## config.mk

```make
export PLATFORM = sky130hd
export DESIGN_NAME = frp_cmd
export DESIGN_NICKNAME = d
export VERILOG_FILES = /design/src/design/frp_pkg.sv /design/src/design/frp_cmd.sv
export SDC_FILE = /design/constraint.sdc
export NUM_CORES = 1
export LEC_CHECK = 0
export ABC_AREA = 1
export BUFFER_PORTS_ARGS = -buffer_cell sky130_fd_sc_hd__buf_2
export CORE_MARGIN = 2
export CORE_UTILIZATION = 63
export DETAILED_ROUTE_END_ITERATION = 7
export GPL_ROUTABILITY_DRIVEN = 0
export GPL_TIMING_DRIVEN = 1
export PLACE_DENSITY_LB_ADDON = 0.15
export RECOVER_POWER = 100
export SYNTH_ARGS = -nofsm -noshare
export SYNTH_HDL_FRONTEND = slang
export SYNTH_SLANG_ARGS = --single-unit
```

## constraint.sdc

```tcl
create_clock -name ref_clk_i -period 6.2 [get_ports ref_clk_i]
set_input_delay 1.24 -clock ref_clk_i [delete_from_list [all_inputs] [get_ports ref_clk_i]]
set_output_delay 1.24 -clock ref_clk_i [all_outputs]
set_load 0.03 [all_outputs]
```

## src/design/frp_pkg.sv

```systemverilog
package frp_pkg;
   // opcodes decoded by the block
   localparam logic [7:0] OP_SUSPEND   = 8'h75;
   localparam logic [7:0] OP_RESUME    = 8'h7A;
   localparam logic [7:0] OP_LOWPOWER  = 8'hB9;
   localparam logic [7:0] OP_RELEASE   = 8'hAB;
   localparam logic [7:0] OP_MFR_DEV   = 8'h90;
   localparam logic [7:0] OP_MFR_DUAL  = 8'h92;
   localparam logic [7:0] OP_MFR_QUAD  = 8'h94;
   localparam logic [7:0] OP_UNIQUE    = 8'h4B;

   // clock rate and delays
   localparam int CLK_PERIOD_NS        = 4;
   localparam int RESUME_BUSY_NS       = 200;
   localparam int RESUME_BUSY_CYC      = RESUME_BUSY_NS / CLK_PERIOD_NS;

   // serial-clock counts (rising edges since chip select fell)
   localparam logic [7:0] CLK_OP_SPI   = 8'h08;
   localparam logic [7:0] CLK_OP_QPI   = 8'h02;
   localparam logic [7:0] CLK_AB_DUMMY_SPI = 8'h18;
   localparam logic [7:0] CLK_AB_DUMMY_QPI = 8'h06;
   localparam logic [7:0] CLK_90_START = 8'h20;
   localparam logic [7:0] CLK_92_ADDR3 = 8'h0C;
   localparam logic [7:0] CLK_92_ADDR4 = 8'h10;
   localparam logic [7:0] CLK_92_MODE  = 8'h04;
   localparam logic [7:0] CLK_94_DUMMY = 8'h04;
   localparam logic [7:0] CLK_94_ADDR3 = 8'h06;
   localparam logic [7:0] CLK_94_ADDR4 = 8'h08;
   localparam logic [7:0] CLK_94_MODE  = 8'h02;
   localparam logic [7:0] CLK_4B_START = 8'h28;
   localparam logic [7:0] CLK_MAX      = 8'hFF;

   // lane widths of the answer
   localparam logic [2:0] W_SINGLE     = 3'h1;
   localparam logic [2:0] W_DUAL       = 3'h2;
   localparam logic [2:0] W_QUAD       = 3'h4;

   // power states
   typedef enum logic [3:0] {
      PS_NORMAL    = 4'h1,
      PS_ENTERING  = 4'h2,
      PS_LOWPOWER  = 4'h4,
      PS_RELEASING = 4'h8
   } frp_pstate_type;

   // status seen by the rest of the device
   typedef struct packed {
      logic suspend_flag;
      logic busy_flag;
      logic lowpower;
   } frp_status_type;

   // requests to the erase/program engine
   typedef struct packed {
      logic suspend_req;
      logic resume_req;
   } frp_engine_req_type;
endpackage

```

## src/design/frp_cmd.sv

```systemverilog
`timescale 1ns/10ps
// Summary of operation
// - resume 7Ah accepted only with suspend flag set and busy clear
// - accepted resume clears suspend flag at once, busy rises within 200ns
// - resume ignored when suspend flag clear or busy set
// - power loss (reset) clears suspend state so later resume is ignored
// - power-down B9h runs only if chip select rises right after eighth bit
// - after valid power-down, low-power state entered within entry delay
// - in low-power state only ABh is recognised, all else ignored
// - device comes out of power-up in normal operation
// - ABh then chip select high leaves low-power after plain release delay
// - ABh plus 3 dummy bytes returns device ID MSB first, repeating
// - release/device ID command ignored while erase/program/write busy
// - 90h plus zero 24-bit address returns maker then device ID serially
// - 92h takes address two bits per clock, returns IDs two bits per clock
// - 94h: four dummy clocks, address four bits per clock, IDs four wide
// - dual and quad ID reads use 32-bit address in four-byte mode
// - 4Bh plus four dummy bytes returns 64-bit unique number
// - accepted suspend 75h sets suspend flag at once, engine drops busy
module frp_cmd #(
   parameter logic [7:0]  MFR_ID             = 8'hA5,            // arbitrary value
   parameter logic [7:0]  DEVICE_ID          = 8'h3C,            // arbitrary value
   parameter logic [63:0] UNIQUE_ID          = 64'h0123456789ABCDEF, // arbitrary value
   parameter int          LOWPOWER_ENTRY_NS  = 3000,
   parameter int          RELEASE_PLAIN_NS   = 3000,
   parameter int          RELEASE_WITH_ID_NS = 1800,
   parameter int          TMR_W              = 16
) (
   input  wire logic                        ref_clk_i,
   input  wire logic                        rst_i,
   input  wire logic                        cs_n_i,
   input  wire logic                        sclk_i,
   input  wire logic [3:0]                  io_i,
   output      logic [3:0]                  io_o,
   output      logic [3:0]                  io_oe_o,
   input  wire logic                        quad_peripheral_mode_i,
   input  wire logic                        four_byte_mode_i,
   input  wire logic                        array_busy_i,
   input  wire logic                        suspendable_i,
   output      frp_pkg::frp_status_type     status_o,
   output      frp_pkg::frp_engine_req_type engine_req_o
);
   // delays rounded down to whole cycles (maximum figures)
   localparam int ENTRY_CYC  = LOWPOWER_ENTRY_NS / frp_pkg::CLK_PERIOD_NS;
   localparam int REL1_CYC   = RELEASE_PLAIN_NS / frp_pkg::CLK_PERIOD_NS;
   localparam int REL2_CYC   = RELEASE_WITH_ID_NS / frp_pkg::CLK_PERIOD_NS;
   localparam logic [TMR_W-1:0] ENTRY_LOAD = TMR_W'(ENTRY_CYC - 1);
   localparam logic [TMR_W-1:0] REL1_LOAD  = TMR_W'(REL1_CYC - 1);
   localparam logic [TMR_W-1:0] REL2_LOAD  = TMR_W'(REL2_CYC - 1);
   localparam logic [TMR_W-1:0] TMR_ZERO   = '0;

   logic [1:0]                 cs_sync_q;
   logic [1:0]                 sclk_sync_q;
   logic [3:0]                 io_sync1_q;
   logic [3:0]                 io_sync2_q;
   logic                       sclk_prev_q;
   logic                       cs_prev_q;
   logic                       cs_low;
   logic                       rise;
   logic                       fall;
   logic                       cs_rise;
   logic [7:0]                 clk_cnt_q;
   logic [7:0]                 op_sr_q;
   logic [7:0]                 op_next;
   logic [7:0]                 op_clks;
   logic                       op_done;
   logic [7:0]                 op_q;
   logic                       op_ok_q;
   logic                       op_ok_d;
   logic [7:0]                 data_start;
   logic [2:0]                 lanes;
   logic [63:0]                pattern;
   logic [63:0]                out_sr_q;
   logic                       data_phase;
   logic                       exact_op;
   frp_pkg::frp_pstate_type    pstate_q;
   logic [TMR_W-1:0]           tmr_q;
   logic                       suspend_flag_q;
   logic                       resume_pend_q;
   logic                       busy_flag;
   logic                       do_suspend;
   logic                       do_resume;
   logic                       do_lowpower;
   logic                       do_release;
   logic                       release_with_id;

   // two-stage synchronisers for the pins
   always_ff @(posedge ref_clk_i or posedge rst_i) begin
      if (rst_i) begin
         cs_sync_q   <= 2'h3;
         sclk_sync_q <= 2'h0;
         io_sync1_q  <= 4'h0;
         io_sync2_q  <= 4'h0;
      end else begin
         cs_sync_q   <= {cs_sync_q[0], cs_n_i};
         sclk_sync_q <= {sclk_sync_q[0], sclk_i};
         io_sync1_q  <= io_i;
         io_sync2_q  <= io_sync1_q;
      end
   end

   // edge detection on the synchronised pins
   always_ff @(posedge ref_clk_i or posedge rst_i) begin
      if (rst_i) begin
         sclk_prev_q <= 1'b0;
         cs_prev_q   <= 1'b1;
      end else begin
         sclk_prev_q <= sclk_sync_q[1];
         cs_prev_q   <= cs_sync_q[1];
      end
   end

   assign cs_low  = ~cs_sync_q[1];
   assign rise    = cs_low & sclk_sync_q[1] & ~sclk_prev_q;
   assign fall    = cs_low & ~sclk_sync_q[1] & sclk_prev_q;
   assign cs_rise = cs_sync_q[1] & ~cs_prev_q;

   // opcode width: quad peripheral mode moves a nibble per clock
   assign op_clks = quad_peripheral_mode_i ? frp_pkg::CLK_OP_QPI : frp_pkg::CLK_OP_SPI;
   assign op_next = quad_peripheral_mode_i ? {op_sr_q[3:0], io_sync2_q} :
                                             {op_sr_q[6:0], io_sync2_q[0]};
   assign op_done = rise & (clk_cnt_q == op_clks - 8'h01);

   // serial clock count within the frame
   always_ff @(posedge ref_clk_i or posedge rst_i) begin
      if (rst_i) begin
         clk_cnt_q <= 8'h00;
      end else if (!cs_low) begin
         clk_cnt_q <= 8'h00;
      end else if (rise && clk_cnt_q != frp_pkg::CLK_MAX) begin
         clk_cnt_q <= clk_cnt_q + 8'h01;
      end
   end

   // opcode shift register
   always_ff @(posedge ref_clk_i or posedge rst_i) begin
      if (rst_i) begin
         op_sr_q <= 8'h00;
      end else if (rise && clk_cnt_q < op_clks) begin
         op_sr_q <= op_next;
      end
   end

   // which opcodes the current power state lets through
   always_comb begin
      op_ok_d = 1'b0;
      case (pstate_q)
         frp_pkg::PS_NORMAL: begin
            op_ok_d = (op_next == frp_pkg::OP_RELEASE) ? ~busy_flag : 1'b1;
         end
         frp_pkg::PS_LOWPOWER: begin
            op_ok_d = (op_next == frp_pkg::OP_RELEASE);
         end
         default: begin
            op_ok_d = 1'b0;
         end
      endcase
   end

   // latched opcode and its permission
   always_ff @(posedge ref_clk_i or posedge rst_i) begin
      if (rst_i) begin
         op_q    <= 8'h00;
         op_ok_q <= 1'b0;
      end else if (!cs_low) begin
         op_ok_q <= 1'b0;
      end else if (op_done) begin
         op_q    <= op_next;
         op_ok_q <= op_ok_d;
      end
   end

   // answer layout per identification command
   always_comb begin
      data_start = frp_pkg::CLK_MAX;
      lanes      = frp_pkg::W_SINGLE;
      pattern    = UNIQUE_ID;
      case (op_q)
         frp_pkg::OP_RELEASE: begin
            data_start = op_clks + (quad_peripheral_mode_i ? frp_pkg::CLK_AB_DUMMY_QPI
                                                           : frp_pkg::CLK_AB_DUMMY_SPI);
            lanes      = quad_peripheral_mode_i ? frp_pkg::W_QUAD : frp_pkg::W_SINGLE;
            pattern    = {8{DEVICE_ID}};
         end
         frp_pkg::OP_MFR_DEV: begin
            data_start = frp_pkg::CLK_90_START;
            pattern    = {4{MFR_ID, DEVICE_ID}};
         end
         frp_pkg::OP_MFR_DUAL: begin
            data_start = frp_pkg::CLK_OP_SPI + frp_pkg::CLK_92_MODE +
                         (four_byte_mode_i ? frp_pkg::CLK_92_ADDR4 : frp_pkg::CLK_92_ADDR3);
            lanes      = frp_pkg::W_DUAL;
            pattern    = {4{MFR_ID, DEVICE_ID}};
         end
         frp_pkg::OP_MFR_QUAD: begin
            data_start = frp_pkg::CLK_OP_SPI + frp_pkg::CLK_94_DUMMY + frp_pkg::CLK_94_MODE +
                         (four_byte_mode_i ? frp_pkg::CLK_94_ADDR4 : frp_pkg::CLK_94_ADDR3);
            lanes      = frp_pkg::W_QUAD;
            pattern    = {4{MFR_ID, DEVICE_ID}};
         end
         frp_pkg::OP_UNIQUE: begin
            data_start = frp_pkg::CLK_4B_START;
            pattern    = UNIQUE_ID;
         end
         default: begin
            data_start = frp_pkg::CLK_MAX;
         end
      endcase
   end

   // ID reads are spi-only except the release/device ID form
   assign data_phase = op_ok_q & (clk_cnt_q >= data_start) &
                       (~quad_peripheral_mode_i | (op_q == frp_pkg::OP_RELEASE));

   // answer shifter: loaded on the first rising clock edge after the opcode, rotated on falling clock edges
   always_ff @(posedge ref_clk_i or posedge rst_i) begin
      if (rst_i) begin
         out_sr_q <= 64'h0;
      end else if (rise && clk_cnt_q == op_clks) begin
         out_sr_q <= pattern;
      end else if (fall && data_phase) begin
         case (lanes)
            frp_pkg::W_DUAL: out_sr_q <= {out_sr_q[61:0], out_sr_q[63:62]};
            frp_pkg::W_QUAD: out_sr_q <= {out_sr_q[59:0], out_sr_q[63:60]};
            default:         out_sr_q <= {out_sr_q[62:0], out_sr_q[63]};
         endcase
      end
   end

   // output pins, MSB first, changed on falling clock edges
   always_ff @(posedge ref_clk_i or posedge rst_i) begin
      if (rst_i) begin
         io_o    <= 4'h0;
         io_oe_o <= 4'h0;
      end else if (!cs_low) begin
         io_oe_o <= 4'h0;
      end else if (fall && data_phase) begin
         case (lanes)
            frp_pkg::W_DUAL: begin
               io_o    <= {2'h0, out_sr_q[63:62]};
               io_oe_o <= 4'h3;
            end
            frp_pkg::W_QUAD: begin
               io_o    <= out_sr_q[63:60];
               io_oe_o <= 4'hF;
            end
            default: begin
               io_o    <= {2'h0, out_sr_q[63], 1'b0};
               io_oe_o <= 4'h2;
            end
         endcase
      end
   end

   // frame-end actions; write-type opcodes need chip select right after the opcode
   assign exact_op        = cs_rise & op_ok_q & (clk_cnt_q == op_clks);
   assign do_suspend      = exact_op & (op_q == frp_pkg::OP_SUSPEND) & ~suspend_flag_q &
                            array_busy_i & suspendable_i;
   assign do_resume       = exact_op & (op_q == frp_pkg::OP_RESUME) & suspend_flag_q &
                            ~busy_flag;
   assign do_lowpower     = exact_op & (op_q == frp_pkg::OP_LOWPOWER) & (pstate_q == frp_pkg::PS_NORMAL);
   assign release_with_id = cs_rise & op_ok_q & (op_q == frp_pkg::OP_RELEASE) &
                            (clk_cnt_q >= data_start);
   assign do_release      = (pstate_q == frp_pkg::PS_LOWPOWER) &
                            ((exact_op & (op_q == frp_pkg::OP_RELEASE)) | release_with_id);

   // power state machine with delay timer
   always_ff @(posedge ref_clk_i or posedge rst_i) begin
      if (rst_i) begin
         pstate_q <= frp_pkg::PS_NORMAL;
         tmr_q    <= TMR_ZERO;
      end else begin
         case (pstate_q)
            frp_pkg::PS_NORMAL: begin
               if (do_lowpower) begin
                  pstate_q <= frp_pkg::PS_ENTERING;
                  tmr_q    <= ENTRY_LOAD;
               end
            end
            frp_pkg::PS_ENTERING: begin
               if (tmr_q == TMR_ZERO) begin
                  pstate_q <= frp_pkg::PS_LOWPOWER;
               end else begin
                  tmr_q <= tmr_q - TMR_W'(1);
               end
            end
            frp_pkg::PS_LOWPOWER: begin
               if (do_release) begin
                  pstate_q <= frp_pkg::PS_RELEASING;
                  tmr_q    <= release_with_id ? REL2_LOAD : REL1_LOAD;
               end
            end
            frp_pkg::PS_RELEASING: begin
               if (tmr_q == TMR_ZERO) begin
                  pstate_q <= frp_pkg::PS_NORMAL;
               end else begin
                  tmr_q <= tmr_q - TMR_W'(1);
               end
            end
            default: begin
               pstate_q <= frp_pkg::PS_NORMAL;
               tmr_q    <= TMR_ZERO;
            end
         endcase
      end
   end

   // suspend flag; reset stands for power loss and drops it
   always_ff @(posedge ref_clk_i or posedge rst_i) begin
      if (rst_i) begin
         suspend_flag_q <= 1'b0;
      end else if (do_suspend) begin
         suspend_flag_q <= 1'b1;
      end else if (do_resume) begin
         suspend_flag_q <= 1'b0;
      end
   end

   // busy held high from resume until the engine shows busy itself
   always_ff @(posedge ref_clk_i or posedge rst_i) begin
      if (rst_i) begin
         resume_pend_q <= 1'b0;
      end else if (do_resume) begin
         resume_pend_q <= 1'b1;
      end else if (resume_pend_q && array_busy_i) begin
         resume_pend_q <= 1'b0;
      end
   end

   // one-cycle requests to the erase/program engine
   always_ff @(posedge ref_clk_i or posedge rst_i) begin
      if (rst_i) begin
         engine_req_o <= '0;
      end else begin
         engine_req_o.suspend_req <= do_suspend;
         engine_req_o.resume_req  <= do_resume;
      end
   end

   assign busy_flag = array_busy_i | resume_pend_q;

   // status towards the rest of the device
   assign status_o.suspend_flag = suspend_flag_q;
   assign status_o.busy_flag    = busy_flag;
   assign status_o.lowpower     = (pstate_q == frp_pkg::PS_LOWPOWER);
endmodule

```

==> results_dict.tcl, run 1 <==
set metrics [dict create \
    outcome "complete, but fails checks" \
    failing_checks "max-capacitance violations, max-slew violations" \
    grt_setup_unrepaired "false" \
    via_per_inst 5.68 \
    first_global_vias 6353 \
    fin_crit_ns 5.05 \
    count_of_flip_flops_with_a_built_in_enable_after_synthesis 0 \
    final_net_count 1068 \
    cts-root-buf "sky130_fd_sc_hd__clkbuf_16" \
    antenna_cells_inserted 0 \
    worst-setup-path-type "primary input to register" \
    grt_antenna_before_repair 0 \
    relSlewSlack_pct -145 \
    die_h_um 113 \
    synthesis.instances 1044 \
    cts.clk_slew.worst_paths_ns 0.06 \
    path_delay_family "simple AND/OR/NAND/NOR gates" \
    cell_area_synth_um2 7540 \
    critical_path.max_stage_delay_ns 0.77 \
    setup_bufs_post_cts 0 \
    crit_path_start_kind "primary input" \
    finalCritPeriodShare_pct 81.4 \
    arrival_ns 5.38 \
    layout.cell_area.non_filler_um2 8110 \
    placed_cell_area_um2 7560 \
    design.die.area_um2 12900 \
    ir_drop_mv 0.206 \
    hold_path.class "register to register" \
    power_density_nw_per_um2 275 \
    post_cts_resize_count 0 \
    cts_hold_buffers 0 \
    report.final.hold_viol_count 0 \
    wire_length_of_the_first_global_routing_pass_mm 29.8 \
    cpMaxStageDelayCell "sky130_fd_sc_hd__inv_2" \
    tritoncts_clock_tree "done" \
    final_layout_size_suffix_gt1_share_pct 6.82 \
    synth_ff_type "sky130_fd_sc_hd__dfrtp_1" \
    gr-usage-all-layers_pct 28.8 \
    dr.first_iter.drc_count 681 \
    critical_path_buf_inv_count 2 \
    timing.critical_path.required_ns 6.54 \
    worstPathCellList "clkbuf_1 > nand3_2 > nand3_1 > ha_1 > nand2_1 > a21oi_1 > nor2_1 > nand3_1 > nand2_4 > nand2_2 > inv_2 > nand2_1 > nand3_1" \
    drt_drc_violations_left 0 \
    timing.critical_path.mode_cell "sky130_fd_sc_hd__nand3_1" \
    path_max_fanout 50 \
    area.growth.synth_to_final_pct 7.60 \
    ys_async_sr_fraction_pct 100 \
    setup-violations-final 0 \
    starting_density_of_the_core_pct 65.2 \
    synth.avg_cell_area_um2 7.22 \
    worst_slew_pin_slew_ns 3.66 \
    cts.sinks 133 \
    tritoncts.num_buffers 17 \
    synth-seq-area-share_pct 44.2 \
    yosysWarnings 0 \
    die_w_um 113 \
    placementRows 39 \
    placement.io_buffers 24 \
    power.leakage_nw 4.15 \
    max_freq_ghz 0.198 \
    design_power_mw 2.23 \
    route.antenna.remaining_nets 0 \
    maxSlewViolCount 84 \
    stdcell_count 1199 \
    num_io_pins 25 \
    route.detailed.wl_per_inst_um 14.5 \
    cell_variety_after_synth 39 \
    cts_max_level 4 \
    dp_cells 1167 \
    detailed_place_hpwl_mm 10.7 \
    first_pass_iters 5 \
    endpoint_kind "register" \
    fin_tns_setup_ns 0 \
    fin_worst_hold_slack_ns 0.342 \
    max_cap_violations 1 \
    grt_max_degree 84 \
    ys_seq_elements 133 \
    clock_skew_ns 0.00554 \
    insertion_delay_ns 0.42 \
    cts-root-to-sink-buffers 2 \
    total_nets_after_synthesis 1069 \
    via_count 6807 \
    totalWireLength_mm 17.3 \
    area_of_the_core_um2 11600 \
    grt.overflow.total 0 \
]
==> power by group <==
part | total (mW) | internal, mW | switching (mW) | leakage [nW]
combinational | 0.182 | 0.0718 | 0.110 | 2.13
sequential | 1.02 | 0.942 | 0.0756 | 1.73
clock | 1.03 | 0.661 | 0.367 | 0.293
total | 2.23 | 1.67 | 0.553 | 4.15
==> routing by layer <==
metal  vias up  global-route usage [%]  wire length, um
met5         -                       0                0
met4         0                    9.35              303
met3        32                    6.85             1090
met2       246                    47.9             8360
met1      3182                    37.7             7590
li1       3347                       -                -
==> registers in the layout, indices dropped and copies added (netlist names) <==
signal,count
clk_cnt_q,8
cs_prev_q,1
cs_sync_q,2
engine_req_o,2
io_o,4
io_oe_o,3
io_sync1_q,4
io_sync2_q,4
op_ok_q,1
op_q,8
op_sr_q,7
out_sr_q,64
pstate_q,4
resume_pend_q,1
sclk_prev_q,1
sclk_sync_q,2
suspend_flag_q,1
tmr_q,16
==> synthesized netlist by cell type, drive strengths merged (2+ instances only) <==
cell,count,area [um^2]
o21ai,42,225
nor2,69,267
dfrtp,129,3230
dfstp,4,105
inv,75,282
a31oi,2,12.5
or2,12,75.1
ha,13,163
nor4,3,18.8
clkbuf,5,18.8
nand4,25,156
buf,42,285
o211ai,9,67.6
nand3,119,611
xor2,7,61.3
nand2,445,1690
a21oi,17,96.4
nor3,18,111
xnor2,2,17.5
==> cell usage in the layout (no fill, tap or decap), drive strengths merged <==
master,instances
a21oi,17
o21ai,42
inv,74
xor2,7
nor2,69
bufinv,3
a21boi,1
nand3,119
nand4,25
ha,13
nor4,3
a31oi,2
clkinvlp,4
a21o,1
buf,13
a22o,1
a31o,1
or2,12
clkbuf,37
xnor2,2
clkinv,4
nor3,18
dfstp,4
o211ai,9
nand2,445
dfrtp,129
o21bai,1
==> worst reg2reg max path, delay by kind of cell (launching register included) <==
kind	cells	cell delay, ns
fa+ha+maj	1	0.30
buf+inv	3	0.96
simple gates	16	2.50
flops	1	0.38
compound gates	1	0.22
==> stage by stage <==
step                util [%]  setup slack, ns
floorplan                  -             1.41
global placement        65.4             1.67
detailed placement      65.4             1.51
CTS                     70.6             1.80
global route            70.1            0.808
finish                  70.1             1.15
==> final timing paths <==
| kind | start | end | cells after the start | slack [ns] |
|---|---|---|---|---|
| max | quad_peripheral_mode_i | out_sr_q[32]$_DFFE_PP0P_ | 13 | 1.15 |
| min | io_sync1_q[2]$_DFF_PP0_ | io_sync2_q[2]$_DFF_PP0_ | 0 | 0.34 |
| min reg2reg | io_sync1_q[2]$_DFF_PP0_ | io_sync2_q[2]$_DFF_PP0_ | 0 | 0.34 |
| max in group asynchronous | rst_i | out_sr_q[59]$_DFFE_PP0P_ | 3 | 1.92 |
| min in group asynchronous | rst_i | resume_pend_q$_DFFE_PP0P_ | 2 | 1.89 |
| max reg2reg | op_q[6]$_DFFE_PP0P_ | out_sr_q[32]$_DFFE_PP0P_ | 21 | 1.75 |
==> logic make-up (layout without fill, tap and decap cells) <==
group                    after synthesis  count (layout)  synth area share, %
AND/OR/NAND/NOR                      691             691                 38.8
flip-flops                           133             133                 44.2
buffers and inverters                123             135                 7.89
AO/OA/AOI/OAI                         75              75                 5.86
adder cells (fa/ha/maj)               13              13                 2.16
XOR/XNOR                               9               9                 1.05
==> layout make-up <==
class | count | area [um^2]
multi-input combinational | 788 | 3580
fill | 970 | 3450
sequential | 133 | 3330
clock buffer | 23 | 478
inverter | 76 | 288
tap | 143 | 179
clock inverter | 9 | 125
timing repair buffer | 27 | 124
No activity file was read; power rests on OpenSTA's default activity.
==> inputs of run 2 (changes only) <==
--- a/config.mk
+++ b/config.mk
@@ -5,10 +5,10 @@
 export SDC_FILE = /design/constraint.sdc
 export NUM_CORES = 1
 export LEC_CHECK = 0
-export ABC_AREA = 1
+export ABC_AREA = 0
 export BUFFER_PORTS_ARGS = -buffer_cell sky130_fd_sc_hd__buf_2
 export CORE_MARGIN = 2
-export CORE_UTILIZATION = 63
+export CORE_UTILIZATION = 56
 export DETAILED_ROUTE_END_ITERATION = 7
 export GPL_ROUTABILITY_DRIVEN = 0
 export GPL_TIMING_DRIVEN = 1
==> constraint.sdc (replaced) <==
create_clock -name ref_clk_i -period 4.5 [get_ports ref_clk_i]
set_input_delay 0.9 -clock ref_clk_i [delete_from_list [all_inputs] [get_ports ref_clk_i]]
set_output_delay 0.9 -clock ref_clk_i [all_outputs]
set_load 0.03 [all_outputs]
==> run 2 against run 1 <==
Final cell count is 28% lower. Core utilization is 6.6 points lower. Via count is 13% lower. Clock skew is 0.0043 ns higher. Largest power group is now registers. Critical endpoint is now tmr_q[6]$_DFFE_PP0P_. Flip-flop and latch count stayed put. The run ends with design-rule violations, max-capacitance violations, max-slew violations left. Die area is 2.1% higher.
==> results_dict.tcl, run 2 <==
set metrics [dict create \
    final_net_count 724 \
    netlist_top_cells_count "129 x sky130_fd_sc_hd__dfrtp_1, 70 x sky130_fd_sc_hd__o21ai_0, 53 x sky130_fd_sc_hd__a222oi_1, 53 x sky130_fd_sc_hd__nor2_1, 51 x sky130_fd_sc_hd__nand2_1" \
    route.detailed.wl_per_inst_um 19.4 \
    grt_setup_unrepaired "false" \
    cts.clk_slew.worst_paths_ns 0.05 \
    power.share.clock_pct 44.9 \
    cell_variety_after_synth 66 \
    ys_async_sr_fraction_pct 100 \
    final_layout_size_suffix_gt1_share_pct 10.7 \
    totalWireLength_mm 16.7 \
    first_global_vias 5532 \
    via_per_inst 6.89 \
    path_max_fanout 9 \
    die_w_um 115 \
    dr.first_iter.drc_count 950 \
    pwr-share-comb_pct 8.8 \
    relSlewSlack_pct -95.5 \
    area.growth.synth_to_final_pct 10.9 \
    synth_top_area_share_pct 47.1 \
    grt.overflow.total 0 \
    critical_path.max_stage_delay_ns 0.73 \
    placement.io_buffers 24 \
    power_frac_seq_pct 46.3 \
    route.antenna.remaining_nets 0 \
    cts_hold_buffers 0 \
    intPower_mw 2.38 \
    endpoint_kind "register" \
    yosysWarnings 0 \
    report.final.hold_viol_count 0 \
    placementRows 40 \
    arrival_ns 4.63 \
    synthesis.instances 702 \
    top_post_synthesis_cells_by_area "sky130_fd_sc_hd__dfrtp_1 47%, sky130_fd_sc_hd__a222oi_1 7.7%, sky130_fd_sc_hd__o21ai_0 5.1%, sky130_fd_sc_hd__a21oi_1 3.1%, sky130_fd_sc_hd__nor2_1 2.9%" \
    stdcell_count 858 \
    outcome "complete, but fails checks" \
    highest-signal-layer "met4" \
    tritoncts_clock_tree "done" \
    synth_top_cell_by_area "sky130_fd_sc_hd__dfrtp_1" \
    count_of_flip_flops_with_a_built_in_enable_after_synthesis 0 \
    via_count 5911 \
    total_nets_after_synthesis 727 \
    timing.critical_path.required_ns 4.81 \
    maxSlewViolCount 67 \
    cts.sinks 133 \
    synth_ff_type "sky130_fd_sc_hd__dfrtp_1" \
    cts_max_level 4 \
    post_cts_resize_count 0 \
    failing_checks "design-rule violations, max-capacitance violations, max-slew violations" \
    top_register "out_sr_q" \
    gr-usage-all-layers_pct 27.0 \
    wl_met3_mm 1.05 \
    wire_length_of_the_first_global_routing_pass_mm 28.0 \
    fin_crit_ns 4.32 \
    synth-seq-area-share_pct 48.7 \
    mostFrequentLayoutCells "129 x sky130_fd_sc_hd__dfrtp_1, 70 x sky130_fd_sc_hd__o21ai_0, 53 x sky130_fd_sc_hd__nor2_1, 53 x sky130_fd_sc_hd__a222oi_1, 50 x sky130_fd_sc_hd__nand2_1" \
    starting_density_of_the_core_pct 57.3 \
    route.layer.met1.wl_mm 7.41 \
    cpMaxStageDelayCell "sky130_fd_sc_hd__or4b_2" \
    final_common_cell "sky130_fd_sc_hd__dfrtp_1" \
    antenna_cells_inserted 0 \
    tritoncts.num_buffers 17 \
    grt_antenna_before_repair 0 \
    worstPathCellList "or4b_2 > nor2_1 > nand2_1 > nand2_1 > nor2_1 > ha_1 > nand2b_1 > a2111o_1 > a2111oi_0 > or3_1 > a21oi_4 > o221a_2" \
    ys_seq_elements 133 \
    setup_bufs_post_cts 0 \
    most_instantiated_library_cell_after_synthesis "sky130_fd_sc_hd__dfrtp_1" \
    detailed_place_hpwl_mm 10.3 \
    max_freq_ghz 0.231 \
    clock_skew_ns 0.00981 \
    power.leakage_nw 3.34 \
    max_cap_violations 1 \
    ir_drop_mv 0.343 \
    first_pass_iters 8 \
    max_ffs_per_register 64 \
    area_of_the_core_um2 12000 \
    cts-root-buf "sky130_fd_sc_hd__clkbuf_16" \
    path_delay_family "simple AND/OR/NAND/NOR gates" \
    largest_registers "out_sr_q (64), tmr_q (16)" \
    drt_drc_violations_left 6 \
    critical_path_buf_inv_count 0 \
    setup-violations-final 0 \
    synth.avg_cell_area_um2 9.76 \
    hold_path.class "register to register" \
    dp_cells 827 \
    die_h_um 115 \
    cell_area_synth_um2 6850 \
    worst-setup-path-type "register to register" \
    worst_slew_pin_slew_ns 2.92 \
    power.share.switching_pct 24.8 \
    wl_met2_mm 7.78 \
    finalCritPeriodShare_pct 96.0 \
    design.die.area_um2 13100 \
    grt_max_degree 104 \
    fin_tns_setup_ns 0 \
    insertion_delay_ns 0.43 \
    power_density_nw_per_um2 417 \
    cts-root-to-sink-buffers 2 \
    num_io_pins 25 \
    p_sw_mw 0.784 \
    crit_path_start_kind "register" \
]
-- run 2: layer usage --
layer,GRT usage [%],vias to the layer above
li1,-,2713
met1,38.4,2920
met5,0,-
met3,5.66,39
met2,40.0,239
met4,12.0,0
-- run 2: cell families after synthesis --
| logic type | count (synthesis) | share of synthesized area [%] |
|---|---|---|
| adders and majority gates | 13 | 2.37 |
| AOI/OAI and AO/OA | 265 | 27.5 |
| and+or+nand+nor | 200 | 14.7 |
| buffers and inverters | 74 | 4.44 |
| muxes | 9 | 1.35 |
| xor gates and xnor gates | 8 | 1.02 |
| DFF | 133 | 48.7 |
-- run 2: worst paths after layout --
check	start	to	slack, ns	depth (start not counted)
max reg2reg	op_q[0]$_DFFE_PP0P_	tmr_q[6]$_DFFE_PP0P_	0.18	12
max in group asynchronous	rst_i	op_sr_q[3]$_DFFE_PP0P_	1.33	3
min	io_sync1_q[0]$_DFF_PP0_	io_sync2_q[0]$_DFF_PP0_	0.35	0
min in group asynchronous	rst_i	out_sr_q[14]$_DFFE_PP0P_	1.30	2
min reg2reg	io_sync1_q[0]$_DFF_PP0_	io_sync2_q[0]$_DFF_PP0_	0.35	0
max	op_q[0]$_DFFE_PP0P_	tmr_q[6]$_DFFE_PP0P_	0.18	12
-- run 2: area by class of cell --
type	count	area [um^2]
clock buffers	22	484
clock inverters	9	125
fillers	991	4370
inverters	17	65.1
multi-input cells	495	3230
flip-flops and latches	133	3330
well taps	147	184
repair buffers	35	174
-- run 2: power by group through the flow --
| stage | clock network [mW] | logic [mW] | registers [mW] |
|---|---|---|---|
| CTS | 1.44 | 0.284 | 1.46 |
| global placement | 0 | 0.270 | 1.47 |
| finish | 1.42 | 0.279 | 1.47 |
| floorplan | 0 | 0.228 | 1.43 |
| global route | 1.50 | 0.317 | 1.48 |
| detailed placement | 0 | 0.282 | 1.48 |
-- run 2: metrics by stage --
stage	util, %	hold WS, ns	setup slack (ns)	cell area, um^2	total power, mW
global route	63.5	0.353	0.0154	7600	3.30
floorplan	-	0.331	0.0522	6850	1.66
global placement	58.9	0.335	0.476	7040	1.74
CTS	64.0	0.351	0.258	7650	3.19
finish	63.5	0.347	0.179	7600	3.16
detailed placement	58.9	0.337	0.323	7040	1.76
==> inputs of run 3 (changes only) <==
--- a/config.mk
+++ b/config.mk
@@ -8,7 +8,7 @@
 export ABC_AREA = 0
 export BUFFER_PORTS_ARGS = -buffer_cell sky130_fd_sc_hd__buf_2
 export CORE_MARGIN = 2
-export CORE_UTILIZATION = 56
+export CORE_UTILIZATION = 35
 export DETAILED_ROUTE_END_ITERATION = 7
 export GPL_ROUTABILITY_DRIVEN = 0
 export GPL_TIMING_DRIVEN = 1
==> run 3 against run 2 <==
The run still ends with design-rule violations, max-capacitance violations, max-slew violations left. Clock power about the same. Sequential share of layout area is 0.78 points lower. Critical path depth down 4. Hold slack better by 0.00051 ns. Design area grew 1.8%. Total power is 0.48% lower. Count of clock-buffer cells in the layout is 5 lower. Combinational power fell by 1%. Routed wire length rose by 7.4%. Critical endpoint unchanged.
==> results_dict.tcl, run 3 (same netlist as run 2, synthesis figures left out) <==
set metrics [dict create \
    totalWireLength_mm 17.9 \
    regArea_um2 3330 \
    route.detailed.wl_per_inst_um 18.3 \
    multi_input_comb_area_um2 3220 \
    cts-root-to-sink-buffers 2 \
    max_cap_violations 1 \
    final_common_cell "sky130_fd_sc_hd__dfrtp_1" \
    placementRows 51 \
    relSlewSlack_pct -69.4 \
    first_global_vias 5581 \
    grt_antenna_before_repair 0 \
    dpl_worst_slack_ns 0.450 \
    tritoncts.num_buffers 17 \
    route.antenna.remaining_nets 0 \
    grt.overflow.total 0 \
    top_register "out_sr_q" \
    drt_drc_violations_left 2 \
    crit_path_start_kind "primary input" \
    finalCritPeriodShare_pct 92.2 \
    critical_path.max_stage_delay_ns 0.80 \
    outcome "complete, but fails checks" \
    setup-violations-final 0 \
    cts_max_level 4 \
    endpoint_kind "register" \
    cpMaxStageDelayCell "sky130_fd_sc_hd__clkbuf_1" \
    grt_setup_unrepaired "false" \
    tritoncts_clock_tree "done" \
    path_max_fanout 18 \
    area_of_the_core_um2 19300 \
    failing_checks "design-rule violations, max-capacitance violations, max-slew violations" \
    gr-usage-all-layers_pct 18.2 \
    final_net_count 725 \
    die_w_um 144 \
    placement.io_buffers 24 \
    nFillCells 1910 \
    grt_max_degree 118 \
    ir_drop_mv 0.251 \
    worstPathCellList "clkbuf_1 > ha_1 > or4bb_1 > nor4_1 > a41oi_1 > or3_1 > a21oi_2 > o221a_2" \
    dr.first_iter.drc_count 716 \
    fin_tns_setup_ns 0 \
    worst_slew_pin_slew_ns 2.54 \
    worst-setup-path-type "primary input to register" \
    antenna_cells_inserted 0 \
    via_count 5877 \
    arrival_ns 4.51 \
    final_layout_size_suffix_gt1_share_pct 10.8 \
    mostFrequentLayoutCells "129 x sky130_fd_sc_hd__dfrtp_1, 70 x sky130_fd_sc_hd__o21ai_0, 53 x sky130_fd_sc_hd__nor2_1, 53 x sky130_fd_sc_hd__a222oi_1, 50 x sky130_fd_sc_hd__nand2_1" \
    timing.critical_path.required_ns 4.86 \
    power.leakage_nw 3.33 \
    die_h_um 144 \
    max_ffs_per_register 64 \
    hold_path.class "register to register" \
    clock_skew_ns 0.00690 \
    cts.clk_slew.worst_paths_ns 0.06 \
    power_density_nw_per_um2 407 \
    report.final.hold_viol_count 0 \
    setup_bufs_post_cts 0 \
    cts-root-buf "sky130_fd_sc_hd__clkbuf_16" \
    wire_length_of_the_first_global_routing_pass_mm 29.9 \
    first_pass_iters 8 \
    max_freq_ghz 0.241 \
    via_per_inst 6.01 \
    maxSlewViolCount 118 \
    insertion_delay_ns 0.42 \
    design.die.area_um2 20700 \
    fin_crit_ns 4.15 \
    fin_ws_ns 0.350 \
    detailed_place_hpwl_mm 11.1 \
    area.growth.synth_to_final_pct 12.9 \
    cts_hold_buffers 0 \
    largest_registers "out_sr_q (64), tmr_q (16)" \
    timing.reg2reg.setup_slack_ns 0.39 \
    num_io_pins 25 \
    core_occupancy_in_the_finished_layout_pct 40.0 \
    cts.sinks 133 \
    post_cts_resize_count 0 \
    starting_density_of_the_core_pct 35.4 \
]
-- run 3: changes by cell type in the layout (fill, tap and decap cells not counted), moves of 2 or more --
cell | previous run | this run
sky130_fd_sc_hd__buf_4 | 6 | 8
sky130_fd_sc_hd__clkinv_4 | 0 | 6
sky130_fd_sc_hd__clkbuf_8 | 4 | 0
sky130_fd_sc_hd__clkbuf_2 | 3 | 1
sky130_fd_sc_hd__clkinv_2 | 4 | 0
sky130_fd_sc_hd__inv_6 | 0 | 5
-- run 3: layout make-up --
class	instances	share of cell area [%]
timing repair buffer	36	2.35
clock inverter	15	2.22
sequential	133	43.1
inverter	17	0.874
tap	265	4.29
multi-input combinational	495	41.7
clock buffer	17	5.50
-- run 3: worst max-delay path: cells and delay by family --
| kind | cells | cell delay [ns] |
|---|---|---|
| AOI/OAI and AO/OA | 3 | 0.98 |
| adders and majority gates | 1 | 0.29 |
| buffers and inverters | 1 | 0.80 |
| and+or+nand+nor | 3 | 1.52 |
-- run 3: report_power, final --
group | switching, mW | internal [mW] | leakage, nW | total (mW)
logic | 0.137 | 0.138 | 1.36 | 0.275
registers | 0.146 | 1.32 | 1.68 | 1.47
clock network | 0.579 | 0.829 | 0.285 | 1.41
total | 0.862 | 2.29 | 3.33 | 3.15
-- run 3: path summary, 6_finish.rpt --
check,depth (start not counted),start,endpoint
max reg2reg,12,op_q[0]$_DFFE_PP0P_,tmr_q[6]$_DFFE_PP0P_
min,0,sclk_sync_q[0]$_DFF_PP0_,sclk_sync_q[1]$_DFF_PP0_
max,8,quad_peripheral_mode_i,tmr_q[6]$_DFFE_PP0P_
max in group asynchronous,3,rst_i,engine_req_o[0]$_DFF_PP0_
min reg2reg,0,sclk_sync_q[0]$_DFF_PP0_,sclk_sync_q[1]$_DFF_PP0_
min in group asynchronous,2,rst_i,io_o[3]$_DFFE_PP0P_
-- run 3: stage by stage --
step | hold slack [ns] | total power, mW | area [um^2] | cells
final | 0.347 | 3.15 | 7730 | 978
after detailed placement | 0.336 | 1.76 | 7200 | 946
after floorplan | 0.331 | 1.66 | 6850 | 702
after global placement | 0.332 | 1.75 | 7200 | 946
after global routing | 0.362 | 3.29 | 7730 | 978
after CTS | 0.351 | 3.19 | 7800 | 978
-- run 3: metal layers --
layer / up-vias / wire (um) / global-route usage, %
met4: 0 / 166 / 5.57
met1: 2939 / 8530 / 25.7
li1: 2728 / - / -
met3: 14 / 955 / 4.07
met5: - / 0 / 0
met2: 196 / 8260 / 27.8
